==> src/pkg/pvp_pkg.sv <==
`default_nettype none
package pvp_pkg;

    // system clock and link timing
    localparam int CLK_NS          = 10;
    localparam int SCK_HALF_NS     = 100;
    localparam int SCK_HALF_CYC    = (SCK_HALF_NS + CLK_NS - 1) / CLK_NS;
    localparam int GAP_US          = 1;
    localparam int GAP_CYC         = (GAP_US * 1000 + CLK_NS - 1) / CLK_NS;
    localparam int SETTLE_NS       = 5000;
    localparam int SETTLE_CYC      = (SETTLE_NS + CLK_NS - 1) / CLK_NS;
    localparam logic [7:0] HALF_LD = 8'(SCK_HALF_CYC - 1);
    localparam logic [9:0] GAP_LD  = 10'(GAP_CYC - 1);
    localparam logic [9:0] SET_LD  = 10'(SETTLE_CYC - 1);

    // frame shapes
    localparam logic [4:0] CMD_BITS   = 5'h06;
    localparam logic [4:0] FRAME_BITS = 5'h10;
    localparam logic [3:0] DATA_FIRST = 4'h1;
    localparam logic [3:0] DATA_LAST  = 4'hE;
    localparam logic [3:0] DM_LAST    = 4'h8;

    // six-bit command codes
    localparam logic [5:0] CMD_LOAD_CFG   = 6'h00;
    localparam logic [5:0] CMD_LOAD_PROG  = 6'h02;
    localparam logic [5:0] CMD_READ_PROG  = 6'h04;
    localparam logic [5:0] CMD_INC_ADDR   = 6'h06;
    localparam logic [5:0] CMD_BEGIN      = 6'h08;
    localparam logic [5:0] CMD_BEGIN_ONLY = 6'h18;
    localparam logic [5:0] CMD_LOAD_DM    = 6'h03;
    localparam logic [5:0] CMD_READ_DM    = 6'h05;
    localparam logic [5:0] CMD_ERASE_PROG = 6'h09;
    localparam logic [5:0] CMD_ERASE_DM   = 6'h0B;

    // address counter mirror
    localparam logic [13:0] ADDR_RST  = 14'h0000;
    localparam logic [13:0] CFG_BASE  = 14'h2000;

    typedef enum logic [3:0] {
        OP_ENTER, OP_EXIT, OP_LOAD_CFG, OP_LOAD_PROG, OP_READ_PROG,
        OP_INC_ADDR, OP_BEGIN, OP_BEGIN_ONLY, OP_LOAD_DM, OP_READ_DM,
        OP_ERASE_PROG, OP_ERASE_DM
    } pvp_op_e;

    typedef struct packed {
        pvp_op_e     op;
        logic [13:0] data;
    } pvp_cmd_s;

    typedef struct packed {
        logic        err;
        logic [13:0] data;
    } pvp_rsp_s;

    // only the begin-only code differs between variants
    function automatic logic [5:0] pvp_code(input pvp_op_e op,
                                            input logic    variant2);
        unique case (op)
            OP_LOAD_CFG:   pvp_code = CMD_LOAD_CFG;
            OP_LOAD_PROG:  pvp_code = CMD_LOAD_PROG;
            OP_READ_PROG:  pvp_code = CMD_READ_PROG;
            OP_INC_ADDR:   pvp_code = CMD_INC_ADDR;
            OP_BEGIN_ONLY: pvp_code = variant2 ? CMD_BEGIN_ONLY : CMD_BEGIN;
            OP_LOAD_DM:    pvp_code = CMD_LOAD_DM;
            OP_READ_DM:    pvp_code = CMD_READ_DM;
            OP_ERASE_PROG: pvp_code = CMD_ERASE_PROG;
            OP_ERASE_DM:   pvp_code = CMD_ERASE_DM;
            default:       pvp_code = CMD_BEGIN;
        endcase
    endfunction : pvp_code

    function automatic logic pvp_is_read(input pvp_op_e op);
        pvp_is_read = (op == OP_READ_PROG) || (op == OP_READ_DM);
    endfunction : pvp_is_read

    function automatic logic pvp_is_load(input pvp_op_e op);
        pvp_is_load = (op == OP_LOAD_CFG) || (op == OP_LOAD_PROG)
                   || (op == OP_LOAD_DM);
    endfunction : pvp_is_load

endpackage : pvp_pkg
`default_nettype wire

==> src/design/pvp_sync.sv <==
`timescale 1ns/1ns
`default_nettype none
module pvp_sync
    import pvp_pkg::*;
(
    input  wire logic clk,
    input  wire logic rst_n,
    input  wire logic d,
    output logic      q
);
    typedef struct packed {
        logic meta;
        logic out;
    } pvp_sync_s;

    pvp_sync_s s;
    pvp_sync_s next_s;

    // meta feeds only the second stage
    always_comb begin
        next_s.meta = d;
        next_s.out  = s.meta;
    end

    always_ff @(posedge clk or negedge rst_n) begin
        if (!rst_n) begin
            s <= '0;
        end else begin
            s <= next_s;
        end
    end

    assign q = s.out;
endmodule : pvp_sync
`default_nettype wire

==> src/design/pvp_bitgen.sv <==
`timescale 1ns/1ns
`default_nettype none
module pvp_bitgen
    import pvp_pkg::*;
(
    input  wire logic       clk,
    input  wire logic       rst_n,
    input  wire logic       start,
    input  wire logic [4:0] nbits,
    output logic            sclk,
    output logic            rise,
    output logic            fall,
    output logic            done,
    output logic            busy,
    output logic [3:0]      idx
);
    typedef struct packed {
        logic       active;
        logic       lvl;
        logic [7:0] cnt;
        logic [3:0] idx;
        logic [3:0] last;
    } pvp_bg_s;

    pvp_bg_s s;
    pvp_bg_s next_s;
    logic    tick;

    // link clock divided from clk, so no second domain is needed
    always_comb begin
        next_s = s;
        tick   = s.active && (s.cnt == 8'h00);
        rise   = tick && !s.lvl;
        fall   = tick && s.lvl;
        done   = fall && (s.idx == s.last);
        if (start && !s.active) begin
            next_s.active = 1'b1;
            next_s.lvl    = 1'b0;
            next_s.cnt    = HALF_LD;
            next_s.idx    = 4'h0;
            next_s.last   = 4'(nbits - 5'h01);
        end else if (tick) begin
            next_s.lvl = !s.lvl;
            next_s.cnt = HALF_LD;
            if (fall) begin
                // clock rests low between frames
                if (done) begin
                    next_s.active = 1'b0;
                end else begin
                    next_s.idx = s.idx + 4'h1;
                end
            end
        end else if (s.active) begin
            next_s.cnt = s.cnt - 8'h01;
        end
    end

    always_ff @(posedge clk or negedge rst_n) begin
        if (!rst_n) begin
            s <= '0;
        end else begin
            s <= next_s;
        end
    end

    assign sclk = s.lvl;
    assign busy = s.active;
    assign idx  = s.idx;

    a_frame_count: assert property (@(posedge clk) disable iff (!rst_n)
        (fall && s.idx == s.last) |=> !s.active && !s.lvl)
        else $error("frame did not end after its last falling edge");
endmodule : pvp_bitgen
`default_nettype wire

==> src/design/pvp_programmer.sv <==
`timescale 1ns/1ns
`default_nettype none
module pvp_programmer
    import pvp_pkg::*;
(
    input  wire logic  clk,
    input  wire logic  rst_n,
    input  wire logic  variant_two,
    input  wire logic  cmd_valid,
    output logic       cmd_ready,
    input  wire pvp_cmd_s cmd,
    output logic       rsp_valid,
    output pvp_rsp_s   rsp,
    output logic [13:0] addr_mirror,
    output logic       cfg_space,
    output logic       mode_select_pin,
    output logic       osc_hold,
    output logic       serial_clock_pin,
    output logic       serial_data_out,
    output logic       serial_data_oe_n,
    input  wire logic  serial_data_in
);
    typedef enum logic [3:0] {
        ST_OFF, ST_ENTRY_LOW, ST_ENTRY_RISE, ST_READY, ST_CMD,
        ST_GAP, ST_FRAME, ST_TAIL, ST_EXIT
    } pvp_st_e;

    typedef struct packed {
        pvp_st_e     st;
        pvp_op_e     op;
        logic [13:0] wdata;
        logic [13:0] rdata;
        logic [5:0]  code;
        logic [13:0] addr;
        logic        loaded;
        logic        mode;
        logic        osc;
        logic        dout;
        logic        drive;
        logic [9:0]  wait_cnt;
        logic        rsp_v;
        logic        rsp_err;
    } pvp_main_s;

    pvp_main_s  s;
    pvp_main_s  next_s;
    logic [1:0] rst_q;
    logic       rst_ni;
    logic       din;
    logic       bg_start;
    logic [4:0] bg_nbits;
    logic       bg_sclk;
    logic       bg_rise;
    logic       bg_fall;
    logic       bg_done;
    logic       bg_busy;
    logic [3:0] bg_idx;
    logic [9:0] since_done;

    // reset release through two flops
    always_ff @(posedge clk or negedge rst_n) begin
        if (!rst_n) begin
            rst_q <= 2'b00;
        end else begin
            rst_q <= {rst_q[0], 1'b1};
        end
    end
    assign rst_ni = rst_q[1];

    // device drives data from outside this clock domain
    pvp_sync u_din_sync (
        .clk   (clk),
        .rst_n (rst_ni),
        .d     (serial_data_in),
        .q     (din)
    );

    pvp_bitgen u_bitgen (
        .clk   (clk),
        .rst_n (rst_ni),
        .start (bg_start),
        .nbits (bg_nbits),
        .sclk  (bg_sclk),
        .rise  (bg_rise),
        .fall  (bg_fall),
        .done  (bg_done),
        .busy  (bg_busy),
        .idx   (bg_idx)
    );

    // bit value for a frame slot: zero start and stop, data between
    function automatic logic frame_bit(input logic [13:0] w,
                                       input logic [3:0]  i,
                                       input logic        dm);
        logic [3:0] last;
        last = dm ? DM_LAST : DATA_LAST;
        if (i < DATA_FIRST || i > last) begin
            frame_bit = 1'b0;
        end else begin
            frame_bit = w[4'(i - DATA_FIRST)];
        end
    endfunction : frame_bit

    // mirror of the device counter, sticky once in configuration space
    function automatic logic [13:0] addr_next(input logic [13:0] a);
        addr_next = {a[13], 13'(a[12:0] + 13'h0001)};
    endfunction : addr_next

    assign cmd_ready = (s.st == ST_OFF) || (s.st == ST_READY);

    // sequencer: entry, six-clock command, gap, optional frame, gap
    always_comb begin
        next_s       = s;
        next_s.rsp_v = 1'b0;
        bg_start     = 1'b0;
        bg_nbits     = CMD_BITS;
        unique case (s.st)
            ST_OFF: begin
                if (cmd_valid) begin
                    next_s.rsp_v   = (cmd.op != OP_ENTER);
                    next_s.rsp_err = (cmd.op != OP_ENTER);
                    if (cmd.op == OP_ENTER) begin
                        // pins low and oscillator quiet before mode rises
                        next_s.st       = ST_ENTRY_LOW;
                        next_s.osc      = 1'b1;
                        next_s.wait_cnt = SET_LD;
                    end
                end
            end
            ST_ENTRY_LOW: begin
                if (s.wait_cnt == 10'h000) begin
                    next_s.st       = ST_ENTRY_RISE;
                    next_s.mode     = 1'b1;
                    next_s.wait_cnt = SET_LD;
                end else begin
                    next_s.wait_cnt = s.wait_cnt - 10'h001;
                end
            end
            ST_ENTRY_RISE: begin
                if (s.wait_cnt == 10'h000) begin
                    // device has reset into user memory at address zero
                    next_s.st      = ST_READY;
                    next_s.addr    = ADDR_RST;
                    next_s.loaded  = 1'b0;
                    next_s.rsp_v   = 1'b1;
                    next_s.rsp_err = 1'b0;
                end else begin
                    next_s.wait_cnt = s.wait_cnt - 10'h001;
                end
            end
            ST_READY: begin
                if (cmd_valid) begin
                    next_s.op    = cmd.op;
                    next_s.wdata = cmd.data;
                    next_s.rdata = 14'h0000;
                    if (cmd.op == OP_ENTER) begin
                        next_s.rsp_v   = 1'b1;
                        next_s.rsp_err = 1'b1;
                    end else if (cmd.op == OP_EXIT) begin
                        next_s.st       = ST_EXIT;
                        next_s.mode     = 1'b0;
                        next_s.wait_cnt = SET_LD;
                    end else if ((cmd.op == OP_BEGIN
                               || cmd.op == OP_BEGIN_ONLY)
                               && !s.loaded) begin
                        // a write without fresh data is refused
                        next_s.rsp_v   = 1'b1;
                        next_s.rsp_err = 1'b1;
                    end else begin
                        next_s.st    = ST_CMD;
                        next_s.code  = pvp_code(cmd.op, variant_two);
                        next_s.drive = 1'b1;
                        bg_start     = 1'b1;
                        bg_nbits     = CMD_BITS;
                    end
                end
            end
            ST_CMD: begin
                if (bg_rise) begin
                    next_s.dout = s.code[3'(bg_idx)];
                end
                if (bg_done) begin
                    next_s.st       = ST_GAP;
                    next_s.wait_cnt = GAP_LD;
                    unique case (s.op)
                        OP_LOAD_CFG: next_s.addr = CFG_BASE;
                        OP_INC_ADDR: next_s.addr = addr_next(s.addr);
                        default:     next_s.addr = s.addr;
                    endcase
                    if (pvp_is_load(s.op)) begin
                        next_s.loaded = 1'b1;
                    end else if (s.op == OP_BEGIN
                              || s.op == OP_BEGIN_ONLY) begin
                        next_s.loaded = 1'b0;
                    end
                end
            end
            ST_GAP: begin
                // release a clock after the last fall so hold time is kept
                if (pvp_is_read(s.op)) begin
                    next_s.drive = 1'b0;
                end
                if (s.wait_cnt == 10'h000) begin
                    next_s.dout = 1'b0;
                    if (pvp_is_read(s.op) || pvp_is_load(s.op)) begin
                        next_s.st = ST_FRAME;
                        // id words carry only their low nibble
                        if (pvp_is_load(s.op) && s.op != OP_LOAD_DM
                            && s.addr[13] && s.addr[12:2] == 11'h000) begin
                            next_s.wdata = {10'h000, s.wdata[3:0]};
                        end
                        bg_start  = 1'b1;
                        bg_nbits  = FRAME_BITS;
                    end else begin
                        next_s.st      = ST_READY;
                        next_s.rsp_v   = 1'b1;
                        next_s.rsp_err = 1'b0;
                    end
                end else begin
                    next_s.wait_cnt = s.wait_cnt - 10'h001;
                end
            end
            ST_FRAME: begin
                if (bg_rise && !pvp_is_read(s.op)) begin
                    // data memory keeps eight bits, rest sent as zero
                    next_s.dout = frame_bit(s.wdata, bg_idx,
                                            s.op == OP_LOAD_DM);
                end
                if (bg_fall && pvp_is_read(s.op)
                    && bg_idx >= DATA_FIRST && bg_idx <= DATA_LAST) begin
                    // device changed the bit a half period earlier
                    next_s.rdata[4'(bg_idx - DATA_FIRST)] = din;
                end
                if (bg_done) begin
                    next_s.st       = ST_TAIL;
                    next_s.wait_cnt = GAP_LD;
                end
            end
            ST_TAIL: begin
                if (s.wait_cnt == 10'h000) begin
                    next_s.st      = ST_READY;
                    next_s.drive   = 1'b1;
                    next_s.dout    = 1'b0;
                    next_s.rsp_v   = 1'b1;
                    next_s.rsp_err = 1'b0;
                end else begin
                    next_s.wait_cnt = s.wait_cnt - 10'h001;
                end
            end
            ST_EXIT: begin
                if (s.wait_cnt == 10'h000) begin
                    // oscillator released only after mode select settles
                    next_s.st      = ST_OFF;
                    next_s.osc     = 1'b0;
                    next_s.addr    = ADDR_RST;
                    next_s.loaded  = 1'b0;
                    next_s.rsp_v   = 1'b1;
                    next_s.rsp_err = 1'b0;
                end else begin
                    next_s.wait_cnt = s.wait_cnt - 10'h001;
                end
            end
            default: begin
                next_s.st = ST_OFF;
            end
        endcase
    end

    always_ff @(posedge clk or negedge rst_ni) begin
        if (!rst_ni) begin
            s       <= '0;
            s.st    <= ST_OFF;
            s.op    <= OP_ENTER;
            s.drive <= 1'b1;
        end else begin
            s <= next_s;
        end
    end

    // cycles since the last command or frame ended, used only to check spacing
    always_ff @(posedge clk or negedge rst_ni) begin
        if (!rst_ni) begin
            since_done <= GAP_LD;
        end else if (bg_done) begin
            since_done <= 10'h000;
        end else if (since_done != 10'h3FF) begin
            since_done <= since_done + 10'h001;
        end
    end

    assign rsp_valid        = s.rsp_v;
    assign rsp              = '{err: s.rsp_err, data: s.rdata};
    assign addr_mirror      = s.addr;
    assign cfg_space        = s.addr[13];
    assign mode_select_pin  = s.mode;
    assign osc_hold         = s.osc;
    assign serial_clock_pin = bg_sclk;
    assign serial_data_out  = s.dout;
    assign serial_data_oe_n = !s.drive;

    a_entry_pins: assert property (@(posedge clk) disable iff (!rst_ni)
        $rose(mode_select_pin) |-> !serial_clock_pin && !serial_data_oe_n
                                   && !serial_data_out)
        else $error("mode select rose while serial pins not held low");

    a_osc_quiet: assert property (@(posedge clk) disable iff (!rst_ni)
        $changed(mode_select_pin) |-> osc_hold && $past(osc_hold))
        else $error("oscillator not held while mode select moved");

    a_cmd_gap: assert property (@(posedge clk) disable iff (!rst_ni)
        bg_start |-> since_done >= GAP_LD)
        else $error("less than the minimum gap before a transfer");

    a_cmd_bits: assert property (@(posedge clk) disable iff (!rst_ni)
        (s.st == ST_CMD && bg_rise) |=> serial_data_out == s.code[3'(bg_idx)])
        else $error("command bit out of order");

    a_change_rise: assert property (@(posedge clk) disable iff (!rst_ni)
        (!serial_data_oe_n && $changed(serial_data_out)
         && (s.st == ST_CMD || s.st == ST_FRAME)
         && $past(s.st) == s.st) |-> $rose(serial_clock_pin))
        else $error("data changed away from a rising edge");

    a_read_release: assert property (@(posedge clk) disable iff (!rst_ni)
        (s.st == ST_FRAME && pvp_is_read(s.op)) |-> serial_data_oe_n)
        else $error("host drove data during a read frame");

    a_stop_bits: assert property (@(posedge clk) disable iff (!rst_ni)
        ($rose(serial_clock_pin) && s.st == ST_FRAME && !pvp_is_read(s.op)
         && (bg_idx == 4'h0 || bg_idx == 4'hF)) |-> !serial_data_out)
        else $error("start or stop bit not zero");

    a_dm_narrow: assert property (@(posedge clk) disable iff (!rst_ni)
        ($rose(serial_clock_pin) && s.st == ST_FRAME && s.op == OP_LOAD_DM
         && bg_idx > DM_LAST) |-> !serial_data_out)
        else $error("data memory load sent bits past the eighth");

    a_begin_loaded: assert property (@(posedge clk) disable iff (!rst_ni)
        (s.st == ST_CMD && (s.op == OP_BEGIN || s.op == OP_BEGIN_ONLY))
        |-> s.loaded)
        else $error("begin programming without a preceding load");
endmodule : pvp_programmer
`default_nettype wire

==> config.mk <==
export PLATFORM = sky130hd
export DESIGN_NAME = pvp_programmer
export DESIGN_NICKNAME = d
export VERILOG_FILES = /design/src/pkg/pvp_pkg.sv /design/src/design/pvp_sync.sv /design/src/design/pvp_bitgen.sv /design/src/design/pvp_programmer.sv
export SDC_FILE = /design/constraint.sdc
export NUM_CORES = 1
export LEC_CHECK = 0
export ABC_AREA = 1
export BUFFER_PORTS_ARGS = -buffer_cell sky130_fd_sc_hd__buf_4
export CAP_MARGIN = 40
export CORE_ASPECT_RATIO = 0.9
export CORE_UTILIZATION = 50
export CTS_CLUSTER_SIZE = 40
export DETAILED_ROUTE_END_ITERATION = 7
export PLACE_DENSITY_LB_ADDON = 0.2
export SYNTH_ARGS = -nofsm -noshare
export SYNTH_HDL_FRONTEND = slang
export SYNTH_HIERARCHICAL = 1
export SYNTH_SLANG_ARGS = --single-unit
==> constraint.sdc <==
create_clock -name clk -period 2.9 [get_ports clk]
set_input_delay 0.145 -clock clk [delete_from_list [all_inputs] [get_ports clk]]
set_output_delay 0.145 -clock clk [all_outputs]
set_load 0.005 [all_outputs]
==> impl_metrics.env <==
export IMPL_die_y_um=108
export IMPL_run_status="finished clean"
export IMPL_detail_route_wirelength_um=14800
export IMPL_worst_slew_pin_slew_ns=0.686
export IMPL_rsz0062_at_grt="false"
export IMPL_synth_top_family_by_area="simple AND/OR/NAND/NOR gates"
export IMPL_syn_inst=907
export IMPL_firstDrtPassIters=5
export IMPL_htree_levels=3
export IMPL_power_total_w=0.00528
export IMPL_powerDensity_nw_per_um2=752
export IMPL_synth_xor_area_share_pct=2.38
export IMPL_num_antenna_cells=0
export IMPL_clock_skew_ns=0.00599
export IMPL_synthAdderAreaFrac_pct=2.80
export IMPL_final_min_clock_period_ns=2.50
export IMPL_cts_tree="yes"
export IMPL_track_usage_pct=24.0
export IMPL_syn_mean_instance_area_um2=6.90
export IMPL_post_route_period_util_pct=86.0
export IMPL_whs_ns=0.0320
export IMPL_worstSkewPairLatency_ns=0.35
export IMPL_clkTransAtPathRegs_ns=0.06
export IMPL_hold_viol=0
export IMPL_final_antenna_net_count=0
export IMPL_antenna_found_initial=0
export IMPL_num_rows=38
export IMPL_ys_flop_type="dfrtp_1"
export IMPL_fp_dieW_um=120
export IMPL_io_pin_count=60
export IMPL_r2r_slack_ns=0.40
export IMPL_first_global_vias=5117
export IMPL_gp_congestion=0.945
export IMPL_synth_edff_count=0
export IMPL_nets=982
export IMPL_crit_path_max_fanout=13
export IMPL_instances_no_fill=1110
export IMPL_tns_ns=0
export IMPL_synth_cell_types=39
export IMPL_numPortBuffers=59
export IMPL_synthMuxAreaShare_pct=0
export IMPL_cts_sink_count=94
export IMPL_vias_per_cell=5.19
export IMPL_start_util_pct=51.6
export IMPL_cts_buffers=9
export IMPL_grt_pass1_wl_um=24600
export IMPL_leakage_nw=3.61
export IMPL_crit_path_end_kind="flip-flop"
export IMPL_die_area_um2=13000
export IMPL_core_area_um2=12100
export IMPL_postCtsSetupRepairBufs=0
export IMPL_crit_required_ns=3.14
export IMPL_synthToLayoutAreaGrowth_pct=12.2
export IMPL_clockBufferDepth=2
export IMPL_finalInstanceArea_um2=7020
export IMPL_fmax_mhz=401
export IMPL_synth_compound_area_share_pct=8.00
export IMPL_maxSlewViolCount=0
export IMPL_synth_area_um2=6260
export IMPL_critPathKind="reg -> reg"
export IMPL_dp_cells=1088
export IMPL_ys_seq_area_share_pct=37.6
export IMPL_synthArstFlopShare_pct=100
export IMPL_drt_iter0_markers=486
export IMPL_critPathLaunchType="flip-flop"
export IMPL_slew_headroom_pct=54.1
export IMPL_hpwlAfterDp_um=10900
export IMPL_setup_viol=0
export IMPL_grt_max_degree=40
export IMPL_drc=0
export IMPL_cap_viol_max_count=0
export IMPL_ys_warn_count=6
export IMPL_placed_cell_area_um2=6640
export IMPL_via_count=5766
export IMPL_overflow=0
export IMPL_root_buffer="clkbuf_16"
export IMPL_yosys_area_share_simple_pct=37.5
export IMPL_vdd_drop_max_mv=0.568
export IMPL_ys_ff_latch=94
export IMPL_arrival_ns=2.74
export IMPL_drive_gt1_share_pct=13.5
export IMPL_hp_class="in -> reg"
export IMPL_wl_per_cell_um=13.3
==> metal layers <==
layer | track usage (%) | up-vias | wire [um]
met1 | 34.1 | 2613 | 7240
met5 | 0 | - | 0
met2 | 36.4 | 175 | 6490
li1 | - | 2955 | -
met3 | 4.48 | 23 | 763
met4 | 8.30 | 0 | 316
==> flip-flops by register name, summed over array words and instances (netlist names), 2 cells and up <==
name	flops
u_bitgen/s	12
s	39
u_bitgen/idx	4
addr_mirror	14
rst_q	2
rsp	15
==> report_power, final <==
part,internal (W),switching [W],leakage [nW]
sequential,0.00158,0.000247,1.19
clock,0.000742,0.000511,0.159
combinational,0.000749,0.00145,2.25
total,0.00308,0.00220,3.61
==> critical path: stages (launching register included) <==
cell	delay, ns
dfrtp_1	0.51
nand2_2	0.13
nor2_2	0.23
nand2_1	0.16
nor2_1	0.28
inv_1	0.18
nand2_1	0.14
inv_1	0.05
nor2_1	0.17
inv_2	0.16
nand2_1	0.15
nand3_2	0.11
nand2_1	0.07
nand2_1	0.05
==> worst paths after layout <==
check | startpoint | to | cells past startpoint
max in group asynchronous | rst_q[1] | s[12] | 1
hold / removal | variant_two | s[35] | 3
min in group asynchronous | rst_n | rst_q[1] | 2
hold reg to reg | rst_q[1] | mode_select_pin | 0
setup reg to reg | s[69] | u_bitgen/idx[1] | 13
setup / recovery | s[69] | u_bitgen/idx[1] | 13
==> cell families after synthesis <==
group	Yosys count
AOI/OAI and AO/OA	95
DFF	94
xor gates and xnor gates	17
adders and majority gates	14
buffers and inverters	150
other	2
and+or+nand+nor	535
==> metrics by stage <==
step                      util, %  setup slack (ns)
after detailed placement     54.8             0.360
final                        57.9             0.405
after floorplan                 -            0.0895
after CTS                    57.9             0.336
after global routing         57.9            0.0742
after global placement       54.8             0.483
==> cell type report <==
class                      count  area, um2
timing repair buffer          76        586
clock buffer                  12        267
fill                        1201       5100
sequential                    94       2360
inverter                      98        369
clock inverter                 4       52.6
tap                          160        200
multi-input combinational    666       3190
==> cell usage after synthesis, types with 2 or more instances <==
library cell	instances	area, um2
nand2_2	10	62.6
o21ai_0	55	275
buf_4	36	270
nor3_1	12	60.1
nand3_1	73	365
dfrtp_1	93	2330
ha_1	14	175
xnor2_1	8	70.1
nand4_1	33	206
xor2_1	9	78.8
nor2_1	78	293
o22ai_1	2	12.5
buf_2	8	40.0
nand2_4	3	33.8
nand2_1	305	1140
inv_2	11	41.3
nor2_4	4	45.0
o21ai_1	13	65.1
nand3b_1	5	37.5
inv_1	85	319
a31oi_1	2	12.5
buf_6	2	22.5
clkbuf_1	5	18.8
a21oi_1	19	95.1
nand3_2	3	30.0
nor2_2	5	31.3
conb_1	2	7.51
==> cells in the final DEF (no fill, tap or decap), types with 13 or more instances in the layout <==
master / instances
nand3_1: 73
buf_4: 70
nor2_1: 78
dfrtp_1: 92
o21ai_1: 13
nand4_1: 33
o21ai_0: 55
a21oi_1: 19
inv_1: 84
ha_1: 14
nand2_1: 305
==> timing repair <==
action	CTS	global route
gates resized for setup	0	1
endpoints found under the hold margin	7	0
endpoints found under the setup margin	0	3
hold buffers	6	0
Power figures use the tool's default switching activity.
